$ cat src/i2cec_map.svh
// register offsets, field positions, reset values and timing counts of the i2c enable/control block
// assumes inclusion by bare name from the package and the design modules
`ifndef I2CEC_MAP_SVH
`define I2CEC_MAP_SVH

// register offsets (byte addresses)
`define I2CEC_CTRL_OFS       8'h00
`define I2CEC_SETUP_OFS      8'h04
`define I2CEC_STAT_OFS       8'h08
`define I2CEC_MASK_OFS       8'h0c
`define I2CEC_EVT_OFS        8'h10

// control register fields
`define I2CEC_PE_BIT         0
`define I2CEC_TRANSMIT_IRQ_ENABLE_BIT       1
`define I2CEC_RECEIVE_IRQ_ENABLE_BIT       2

// status and event fields
`define I2CEC_EV_RX_BIT      0
`define I2CEC_EV_TX_BIT      1
`define I2CEC_EV_START_BIT   2
`define I2CEC_EV_STOP_BIT    3

// setup register fields
`define I2CEC_SETUP_RESET    32'h0000_0000
`define I2CEC_SETUP_RW_MASK  32'h07ff_ffff

// timing
`define I2CEC_PE_LOW_MIN     3
`define I2CEC_BUS_SYNC_CYC   2
`define I2CEC_KER_SYNC_CYC   6
`define I2CEC_SETUP_BUSY_CYC (`I2CEC_BUS_SYNC_CYC + `I2CEC_KER_SYNC_CYC)

`endif

$ cat src/i2cec_pkg.sv
// types of the i2c enable/control block
// assumes the map header is on the include path
`include "i2cec_map.svh"

package i2cec_pkg;
    typedef enum logic [1:0] {
        I2CEC_IDLE  = 2'b00,
        I2CEC_START = 2'b01,
        I2CEC_BUSY  = 2'b11
    } i2cec_bus_t;
endpackage

$ cat src/i2cec_setup_sync.sv
// transfer of setup register writes into the controller core, with its busy window
// assumes one clock mclk; kernel-domain latency is modelled as a fixed cycle count
`timescale 1ns/1ps
`default_nettype none
`include "i2cec_map.svh"

module i2cec_setup_sync
    import i2cec_pkg::*;
(
    // clock and reset
    input  wire logic        mclk,
    input  wire logic        sys_rst,
    input  wire logic        clr,
    // write request
    input  wire logic        wr_req,
    input  wire logic [31:0] wr_data,
    // applied value
    output logic             busy,
    output logic [31:0]      setup
);
    logic [3:0]  cnt;
    logic [31:0] pend;

    // count down the transfer window; apply the value at its end
    always_ff @(posedge mclk) begin
        if (sys_rst || clr) begin
            cnt   <= 4'h0;
            pend  <= `I2CEC_SETUP_RESET;
            setup <= `I2CEC_SETUP_RESET;
        end else if (wr_req && cnt == 4'h0) begin
            cnt  <= 4'(`I2CEC_SETUP_BUSY_CYC);
            pend <= wr_data & `I2CEC_SETUP_RW_MASK;
        end else if (cnt != 4'h0) begin
            cnt <= cnt - 4'h1;
            if (cnt == 4'h1) begin
                setup <= pend;
            end
        end
    end

    assign busy = (cnt != 4'h0);
endmodule

`default_nettype wire

$ cat src/i2cec_top.sv
// enable, interrupt enable and setup-register access logic of an i2c controller
// assumes a plain register port on mclk and open-drain scl/sda pins from outside the domain
`timescale 1ns/1ps
`default_nettype none
`include "i2cec_map.svh"

// How it works
// with the receive interrupt enable set, a receive-buffer-not-empty event raises the interrupt, else it is held back.
// with the transmit interrupt enable set, a transmit-status event raises the interrupt, else it is held back.
// while the peripheral enable is clear, scl and sda are released and never driven.
// clearing the peripheral enable returns all state machines and status bits to reset values.
// software keeps the peripheral enable clear for at least 3 bus clocks before setting it again.
// setup register writes take no wait, except a write during a pending one, which stalls until it ends.
// interrupt enables only gate the request; the status flags keep updating regardless.
module i2cec_top
    import i2cec_pkg::*;
(
    // clock and reset
    input  wire logic        mclk,
    input  wire logic        sys_rst,
    // register port
    input  wire logic [7:0]  reg_addr,
    input  wire logic [31:0] reg_wdata,
    input  wire logic        reg_wr,
    input  wire logic        reg_rd,
    output logic [31:0]      reg_rdata,
    output logic             reg_wait,
    // core events
    input  wire logic        rx_data_valid,
    input  wire logic        tx_data_taken,
    // scl pin
    input  wire logic        scl_in,
    output logic             scl_out,
    output logic             scl_oe_n,
    // sda pin
    input  wire logic        sda_in,
    output logic             sda_out,
    output logic             sda_oe_n,
    // interrupt and setup
    output logic             irq,
    output logic [31:0]      transfer_setup
);
    logic              peripheral_enable;
    logic              transmit_irq_enable;
    logic              receive_irq_enable;
    logic [3:0]        status;
    logic [3:0]        mask;
    logic              receive_buffer_not_empty;
    logic              transmit_interrupt_status;
    logic [1:0]        scl_sync;
    logic [1:0]        sda_sync;
    logic              scl_d;
    logic              sda_d;
    logic              pe_clr;
    logic              setup_busy;
    logic              setup_wr;
    logic              held_wr;
    logic [31:0]       held_data;
    i2cec_bus_t        bus_state;
    i2cec_bus_t        next_bus_state;

    function automatic logic hit(input logic [7:0] a, input logic [7:0] ofs);
        hit = (a == ofs);
    endfunction

    // control register; a clearing write resets the core below
    always_ff @(posedge mclk) begin
        if (sys_rst) begin
            peripheral_enable   <= 1'b0;
            transmit_irq_enable <= 1'b0;
            receive_irq_enable  <= 1'b0;
        end else if (reg_wr && hit(reg_addr, `I2CEC_CTRL_OFS)) begin
            peripheral_enable   <= reg_wdata[`I2CEC_PE_BIT];
            transmit_irq_enable <= reg_wdata[`I2CEC_TRANSMIT_IRQ_ENABLE_BIT];
            receive_irq_enable  <= reg_wdata[`I2CEC_RECEIVE_IRQ_ENABLE_BIT];
        end
    end

    // software must hold the enable low 3 clocks before re-setting it
    assign pe_clr = ~peripheral_enable; // core held in reset while disabled

    // pin synchronisers
    // scl_d and sda_d are one cycle older copies: sda_d for edge detection, scl_d for the two-sample scl high check
    always_ff @(posedge mclk) begin
        if (sys_rst) begin
            scl_sync <= 2'b11;
            sda_sync <= 2'b11;
            scl_d    <= 1'b1;
            sda_d    <= 1'b1;
        end else begin
            scl_sync <= {scl_sync[0], scl_in};
            sda_sync <= {sda_sync[0], sda_in};
            scl_d    <= scl_sync[1];
            sda_d    <= sda_sync[1];
        end
    end

    // bus activity watcher: start and stop conditions
    // scl must be high for two samples so a data change at the scl rise is not taken as a condition
    always_comb begin
        next_bus_state = bus_state;
        case (bus_state)
            I2CEC_IDLE: begin
                if (scl_d && scl_sync[1] && sda_d && !sda_sync[1]) next_bus_state = I2CEC_START;
            end
            I2CEC_START: next_bus_state = I2CEC_BUSY;
            I2CEC_BUSY: begin
                if (scl_d && scl_sync[1] && !sda_d && sda_sync[1]) next_bus_state = I2CEC_IDLE;
            end
            default: next_bus_state = I2CEC_IDLE;
        endcase
    end

    // watcher state; held idle while the peripheral is disabled
    always_ff @(posedge mclk) begin
        if (sys_rst || pe_clr) begin
            bus_state <= I2CEC_IDLE;
        end else begin
            bus_state <= next_bus_state;
        end
    end

    // data flags, updated regardless of interrupt enables
    always_ff @(posedge mclk) begin
        if (sys_rst || pe_clr) begin
            receive_buffer_not_empty  <= 1'b0;
            transmit_interrupt_status <= 1'b0;
        end else begin
            if (rx_data_valid) begin
                receive_buffer_not_empty <= 1'b1;
            end else if (reg_rd && hit(reg_addr, `I2CEC_EVT_OFS)) begin
                receive_buffer_not_empty <= 1'b0;
            end
            if (tx_data_taken) begin
                transmit_interrupt_status <= 1'b1;
            end else if (reg_wr && hit(reg_addr, `I2CEC_EVT_OFS)) begin
                transmit_interrupt_status <= 1'b0;
            end
        end
    end

    // sticky status: set wins over read clear
    always_ff @(posedge mclk) begin
        if (sys_rst || pe_clr) begin
            status <= 4'h0;
        end else begin
            status <= (reg_rd && hit(reg_addr, `I2CEC_STAT_OFS) ? 4'h0 : status)
                    | {bus_state == I2CEC_BUSY && next_bus_state == I2CEC_IDLE,
                       next_bus_state == I2CEC_START,
                       tx_data_taken,
                       rx_data_valid};
        end
    end

    // mask register
    always_ff @(posedge mclk) begin
        if (sys_rst) begin
            mask <= 4'h0;
        end else if (reg_wr && hit(reg_addr, `I2CEC_MASK_OFS)) begin
            mask <= reg_wdata[3:0];
        end
    end

    // interrupt: data events gated by their enables, all by mask
    assign irq = |(status & mask & {2'b11,
                                    transmit_irq_enable,
                                    receive_irq_enable});

    // setup writes: one pending at a time; a second is held with the bus stalled
    assign setup_wr = (reg_wr && hit(reg_addr, `I2CEC_SETUP_OFS)) || held_wr;
    assign reg_wait = held_wr; // reg_wait stays raised for as long as a setup write is held

    // a write landing on the release cycle of a held one becomes the new held value, so none is lost
    always_ff @(posedge mclk) begin
        if (sys_rst || pe_clr) begin
            held_wr   <= 1'b0;
            held_data <= 32'h0000_0000;
        end else if (reg_wr && hit(reg_addr, `I2CEC_SETUP_OFS) && (setup_busy || held_wr)) begin
            held_wr   <= 1'b1;
            held_data <= reg_wdata;
        end else if (held_wr && !setup_busy) begin
            held_wr <= 1'b0;
        end
    end

    i2cec_setup_sync u_setup (
        .mclk    (mclk),
        .sys_rst (sys_rst),
        .clr     (pe_clr),
        .wr_req  (setup_wr),
        .wr_data (held_wr ? held_data : reg_wdata),
        .busy    (setup_busy),
        .setup   (transfer_setup)
    );

    // read data, one cycle after the strobe
    always_ff @(posedge mclk) begin
        if (sys_rst) begin
            reg_rdata <= 32'h0000_0000;
        end else if (reg_rd) begin
            // unmapped offsets read as zero
            case (reg_addr)
                `I2CEC_CTRL_OFS:  reg_rdata <= {29'h0, receive_irq_enable, transmit_irq_enable, peripheral_enable};
                `I2CEC_SETUP_OFS: reg_rdata <= transfer_setup;
                `I2CEC_STAT_OFS:  reg_rdata <= {28'h0, status};
                `I2CEC_MASK_OFS:  reg_rdata <= {28'h0, mask};
                `I2CEC_EVT_OFS:   reg_rdata <= {28'h0, bus_state == I2CEC_BUSY, setup_busy,
                                                transmit_interrupt_status, receive_buffer_not_empty};
                default:          reg_rdata <= 32'h0000_0000;
            endcase
        end else begin
            reg_rdata <= 32'h0000_0000;
        end
    end

    // pins released while disabled; this slice never pulls them low
    assign scl_out  = 1'b0;
    assign sda_out  = 1'b0;
    assign scl_oe_n = 1'b1;
    assign sda_oe_n = 1'b1;
endmodule

`default_nettype wire

$ cat config.mk
export PLATFORM = sky130hd
export DESIGN_NAME = i2cec_top
export DESIGN_NICKNAME = d
export VERILOG_FILES = /design/src/i2cec_pkg.sv /design/src/i2cec_setup_sync.sv /design/src/i2cec_top.sv
export VERILOG_INCLUDE_DIRS = /design/src /design/src/src
export SDC_FILE = /design/constraint.sdc
export NUM_CORES = 1
export LEC_CHECK = 0
export BUFFER_PORTS_ARGS = -buffer_cell sky130_fd_sc_hd__buf_2
export CAP_MARGIN = 20
export CELL_PAD_IN_SITES_DETAIL_PLACEMENT = 1
export CELL_PAD_IN_SITES_GLOBAL_PLACEMENT = 2
export CORE_ASPECT_RATIO = 0.7
export CORE_MARGIN = 3
export CORE_UTILIZATION = 34
export CTS_CLUSTER_DIAMETER = 80
export DETAILED_ROUTE_END_ITERATION = 8
export GPL_ROUTABILITY_DRIVEN = 0
export HOLD_SLACK_MARGIN = 0.12
export PLACE_DENSITY = 0.84
export SYNTH_ARGS = -nofsm -noshare
export SYNTH_HDL_FRONTEND = slang
export SYNTH_SLANG_ARGS = --single-unit
$ cat constraint.sdc
create_clock -name mclk -period 3.05 [get_ports mclk]
set_clock_uncertainty 0.05 [all_clocks]
set_input_delay 0.61 -clock mclk [delete_from_list [all_inputs] [get_ports mclk]]
set_output_delay 0.61 -clock mclk [all_outputs]
set_load 0.01 [all_outputs]
### Word level (Yosys, flattened, before mapping)

Cells that the tools add are included.

* logic and storage cells: 82
* bits of input ports: 48
* register bits after elaboration: 139

* reductions and logical operators: 34
* eq/ne operators: 8
* add/sub/neg operators: 1
* mux-type cells: 14
* bitwise gates (word level): 6

Operator list (count)
* case mux 27 bit (5 select lines): 1
* 2-to-1 mux 27 bit: 1
* equality test 8 x 4 -> 1 bit, second input constant: 2
* logical AND 1 bit: 15
* 2-to-1 mux 4 bit: 3
* bitwise AND 4 bit: 2
* equality test 8 x 3 -> 1 bit, second input constant: 1
* equality test 8 x 5 -> 1 bit, second input constant: 1
* zero test 8 bit: 1
* nonzero test 2 bit: 4
* 2-to-1 mux 1 bit: 6
* case mux 2 bit (3 select lines): 1
* equality test 2 x 1 -> 1 bit, second input constant: 2
* equality test 4 x 1 -> 1 bit, second input constant: 1
* zero test 2 bit: 2
* zero test 4 bit: 1
* 2-to-1 mux 2 bit: 2
* OR 4 bit: 1
* nonzero test 4 bit: 1
* OR reduction 2 bit: 2
* OR reduction 4 bit: 1
* subtractor 4 x 1 -> 4 bit, second input constant: 1
* zero test 1 bit: 3
* logical OR 1 bit: 3
* other kinds (3): 5

### Longest topological paths before layout

* depth in word-level cells: 8
* gate-level depth with buffers: 9
* gate-level depth less buffers: 6

### Cells and area by module

Synthesis repeated with hierarchy kept, for this count alone.

* cell total of the unflattened synthesis: 594
* area, all modules: 5763.0 um^2

Modules (own cells, without submodules)
* i2cec_top: cells each 323, times used 1, area an instance 3482.1 um^2
* i2cec_setup_sync: cells each 271, times used 1, area an instance 2280.9 um^2

### Least setup slack after synthesis

OpenSTA, ideal clock, no wires.

* kind: in2reg
* start: input reg_addr[2]
* end: register u_setup.pend[10]
* stages on the path: 7
* required time: 2.878 ns
* arrival time: 1.744 ns
* slack: 1.134 ns
* library setup time: 0.122 ns
* path through: buf_4 nor3b_2 and3_1 buf_2 o211ai_4 buf_2 a21oi_1

* cells in the longest elaborated chain, start to end: 4

RTL lines
* start, declared: line i2cec_top.sv:22 `input wire logic [7:0] reg_addr,`
* equality test 8 x 3 -> 1 bit: line i2cec_top.sv:63 `hit = (a == ofs);`
* logical AND 1 bit: line i2cec_top.sv:170 `` assign setup_wr = (reg_wr && hit(reg_addr, `I2CEC_SETUP_OFS)) || held_wr; ``
* logical OR 1 bit: line i2cec_top.sv:170
* logical AND 1 bit: line i2cec_setup_sync.sv:30 `end else if (wr_req && cnt == 4'h0) begin`
* end signal, assigned: line i2cec_setup_sync.sv:28 `` pend <= `I2CEC_SETUP_RESET; ``
* end signal, assigned: line i2cec_setup_sync.sv:32 `` pend <= wr_data & `I2CEC_SETUP_RW_MASK; ``
* end, declared: line i2cec_setup_sync.sv:22 `logic [31:0] pend;`

No other way between the ends.
A chain may end at the register's enable or synchronous reset.

### Worst setup path in the final report

* start: register u_setup.cnt[0]
* end: register u_setup.setup[14]

* cells in the longest elaborated chain, start to end: 4
* elaborated cells between the ends (all ways): 6
* classes of those cells: eq/ne: 1; bitwise: 1; reduce/logical: 4

RTL lines
* start, declared: line i2cec_setup_sync.sv:21 `logic [3:0] cnt;`
* start signal, assigned: line i2cec_setup_sync.sv:31 `` cnt <= 4'(`I2CEC_SETUP_BUSY_CYC); ``
* start signal, assigned: line i2cec_setup_sync.sv:34 `cnt <= cnt - 4'h1;`
* zero test 4 bit: line i2cec_setup_sync.sv:30
* logical AND 1 bit: line i2cec_setup_sync.sv:30
* inverter 1 bit (no line)
* AND reduction 3 bit (no line) (*)
* end signal, assigned: line i2cec_setup_sync.sv:29 `` setup <= `I2CEC_SETUP_RESET; ``
* end signal, assigned: line i2cec_setup_sync.sv:36 `setup <= pend;`
* end, declared: line i2cec_setup_sync.sv:19 `output logic [31:0] setup`

Mark *: on every way between the ends. The rest lies on a longest branch, timed or not.

==> impl_metrics.csv <==
group,metric,value,unit
outcome,status,"complete, no violations",
final_layout,drive_gt1_share,24.10,%
run,max-cap-violations,0,
yosys,synth_compound_area_share,15.16,%
timing,min_period,2204,ps
timing,final_hold_viol_count,0,
critical_path,cp-end-kind,"flip-flop",
yosys,yosysTopAreaCell,"dfxtp_1",
critical_path,path_cells,"inv_1 -> ha_1 -> or4b_1 -> buf_4 -> nand2_1 -> a21oi_1",
grt,grt_pass1_wl,22340,um
floorplan,die-area,16200,sq um
routing,wl_per_cell,16.55,um
power_and_ir_drop,combPwrFrac,1.9,%
critical_path,critPathLaunchType,"flip-flop",
power_and_ir_drop,power.density,663.6,nW/um^2
critical_path,crit_fanout,18,
yosys,synthAdderAreaFrac,0.5010,%
critical_path,crit_required,3300,ps
routing,drc_errors,0,
yosys,ys_seq_area_share,53.71,%
power_and_ir_drop,irDropWorstVdd,0.3556,mV
timing,setup_ws,846.1,ps
timing,slew_headroom,59.81,%
final_layout,finish.utilization,44.36,%
cts,cts_buffer_depth,2,
grt,grt_overflow,0,
floorplan,rows,36,
floorplan,die_h,107.4,um
timing,finalSetupViolations,0,
cts,ctsRootBufferMaster,"clkbuf_16",
routing,first_pass_iters,4,
final_layout,antennaDiodeCount,0,
power_and_ir_drop,p_sw,0.8216,mW
yosys,post-synth-top-count-cell,"nand2_1",
cts,cts_resized,0,
cts,hold_buffers,0,
floorplan,die_x,150.9,um
placement,io_buffers,98,
yosys,synth_cells,565,
cts,cts_buffers,17,
critical_path,worstSetupPathType,"reg2reg",
cts,post_cts_buffers,0,
timing,period_share,72.26,%
yosys,ys_warn_count,0,
hold_path,hold_class,"in2reg",
placement,dpl.hpwl,9552,um
yosys,syn_avg_cell_area,8.840,sq um
yosys,synth.cell_area,4995,sq um
yosys,synth_top_family_by_area,"simple AND/OR/NAND/NOR gates",
floorplan,initial_utilization,35.31,%
yosys,synth.top_cell.area_share,53.71,%
power_and_ir_drop,power.share.clock,55.9,%
yosys,yosys.cell_types.count,47,
floorplan,core_area,14140,sq um
critical_path,cp_slowest_stage_delay,770,ps
cts,cts_tree,"yes",
routing,drtIter0Drc,233,
yosys,synth_top_cells_by_count,"nand2_1, dfxtp_1, a21oi_1",
critical_path,critPathSlowestCell,"or4b_1",
final_layout,area.growth.synth_to_final,25.63,%
yosys,ys_async_sr_fraction,0,%
final_layout,final_nets,702,
timing,tightest_slew,600.7,ps
grt,grt_max_degree,59,
yosys,muxShareOfSynthArea,2.680,%
power_and_ir_drop,p_sw_share,19.73,%
yosys,synthXorXnorAreaFrac,0.1754,%
routing,vias,4283,
yosys,synth_area_leaders,"dfxtp_1, nand2_1, a21oi_1",
grt,antenna_found_initial,0,
placement,post-place-ws,713.5,ps
routing,ant_nets,0,
yosys,synthFlopType,"dfxtp_1",
cts,path_clk_slew,60,ps
grt,grt_pass1_vias,4332,
power_and_ir_drop,p_int,3.342,mW
routing,viasPerCell,5.015,
timing,grt_setup_unrepaired,"false",
routing,routed_wl,14130,um
yosys,synth_edf_count,0,
power_and_ir_drop,seqPwrFrac,42.2,%
power_and_ir_drop,leakagePower,2.538,nW
yosys,ys_ff_latch,134,
critical_path,arrival,2450,ps
grt,grtUsageTotal,17.92,%
power_and_ir_drop,power.total,4.164,mW
cts,clk_latency,420,ps
floorplan,io_pins,118,
timing,setup_tns,0,ps
timing,max_freq,453.7,MHz
yosys,synth-simple-area-share,21.82,%
cts,htreeDepth,4,
timing,slew_viol_final,0,
cts,clock-sinks,134,
-- power groups by stage --
| stage | combinational [mW] | sequential, mW | clock (mW) |
|---|---|---|---|
| 2_1_floorplan | 0.0454 | 1.79 | 0 |
| 3_3_place_gp | 0.0777 | 1.79 | 0 |
| 3_5_place_dp | 0.0802 | 1.79 | 0 |
| 4_1_cts | 0.0804 | 1.76 | 2.37 |
| 5_1_grt | 0.0886 | 1.75 | 2.45 |
| 6_report | 0.0807 | 1.76 | 2.33 |
-- stage by stage --
step	instance area, sq um	hold slack, ps	instances
after floorplan	5040	339.5	577
after global placement	5605	343.2	823
after detailed placement	5605	350.6	823
after CTS	6275	310.8	854
after global routing	6275	319.5	854
final	6275	325.4	854
-- placed cells by master (no fill, tap or decap), drive strengths merged, types with 6 or more instances in the layout --
master  synthesis  layout
nand2         141     141
dfxtp         134     134
buf            33     110
a21oi          90      90
o22ai          30      30
and3           24      24
clkbuf         21      20
nor2           18      18
conb            2      14
mux2i          10      10
nand3           7       7
or2             6       6
bufinv          0       6
nor4b           6       6
-- path summary, 6_finish.rpt --
check / from / to / slack [ps] / cells past startpoint
max: u_setup.cnt[0]$_SDFFE_PP0N_ / u_setup.setup[14]$_SDFFE_PP0P_ / 850 / 6
min: scl_in / scl_sync[0]$_SDFF_PP1_ / 330 / 2
max reg2reg: u_setup.cnt[0]$_SDFFE_PP0N_ / u_setup.setup[14]$_SDFFE_PP0P_ / 850 / 6
min reg2reg: scl_sync[0]$_SDFF_PP1_ / scl_sync[1]$_SDFF_PP1_ / 360 / 1
-- cell families (layout without fill, tap and decap cells) --
family | count (synthesis) | count (layout)
DFF | 134 | 134
and+or+nand+nor | 223 | 223
xor gates and xnor gates | 1 | 1
other | 2 | 14
muxes | 13 | 13
buffers and inverters | 56 | 143
AOI/OAI and AO/OA | 134 | 134
adders and majority gates | 2 | 2
-- area by class of cell --
cell class	instances	area [sq um]
fill	1666	7869
sequential	134	2683
multi-input combinational	387	2072
timing repair buffer	110	605.6
clock buffer	20	446.7
tap	190	237.7
clock inverter	11	222.7
inverter	2	7.507
-- worst max-delay path, delay by kind of cell, from the launching register on --
kind	cells	cell delay (ps)
adders and majority gates	1	320
DFF	1	380
AOI/OAI and AO/OA	1	70
and+or+nand+nor	2	860
buffers and inverters	2	410
-- sequential cells by signal, summed over array words and instances, names as in the netlist --
register	cells
mask	4
u_setup.setup	27
status	4
held_data	27
peripheral_enable	1
u_setup.pend	27
transmit_interrupt_status	1
u_setup.cnt	4
sda_d	1
reg_rdata	27
scl_d	1
reg_wait	1
sda_sync	2
receive_buffer_not_empty	1
receive_irq_enable	1
scl_sync	2
bus_state	2
transmit_irq_enable	1
-- routing by layer --
layer  wire length (um)  vias up  global-route usage (%)
met4                138        0                   6.533
li1                   -     2091                       -
met3                718       14                   5.093
met2               6608       89                   28.43
met5                  0        -                       0
met1               6668     2089                   23.28
No activity file was read; power rests on OpenSTA's default activity.
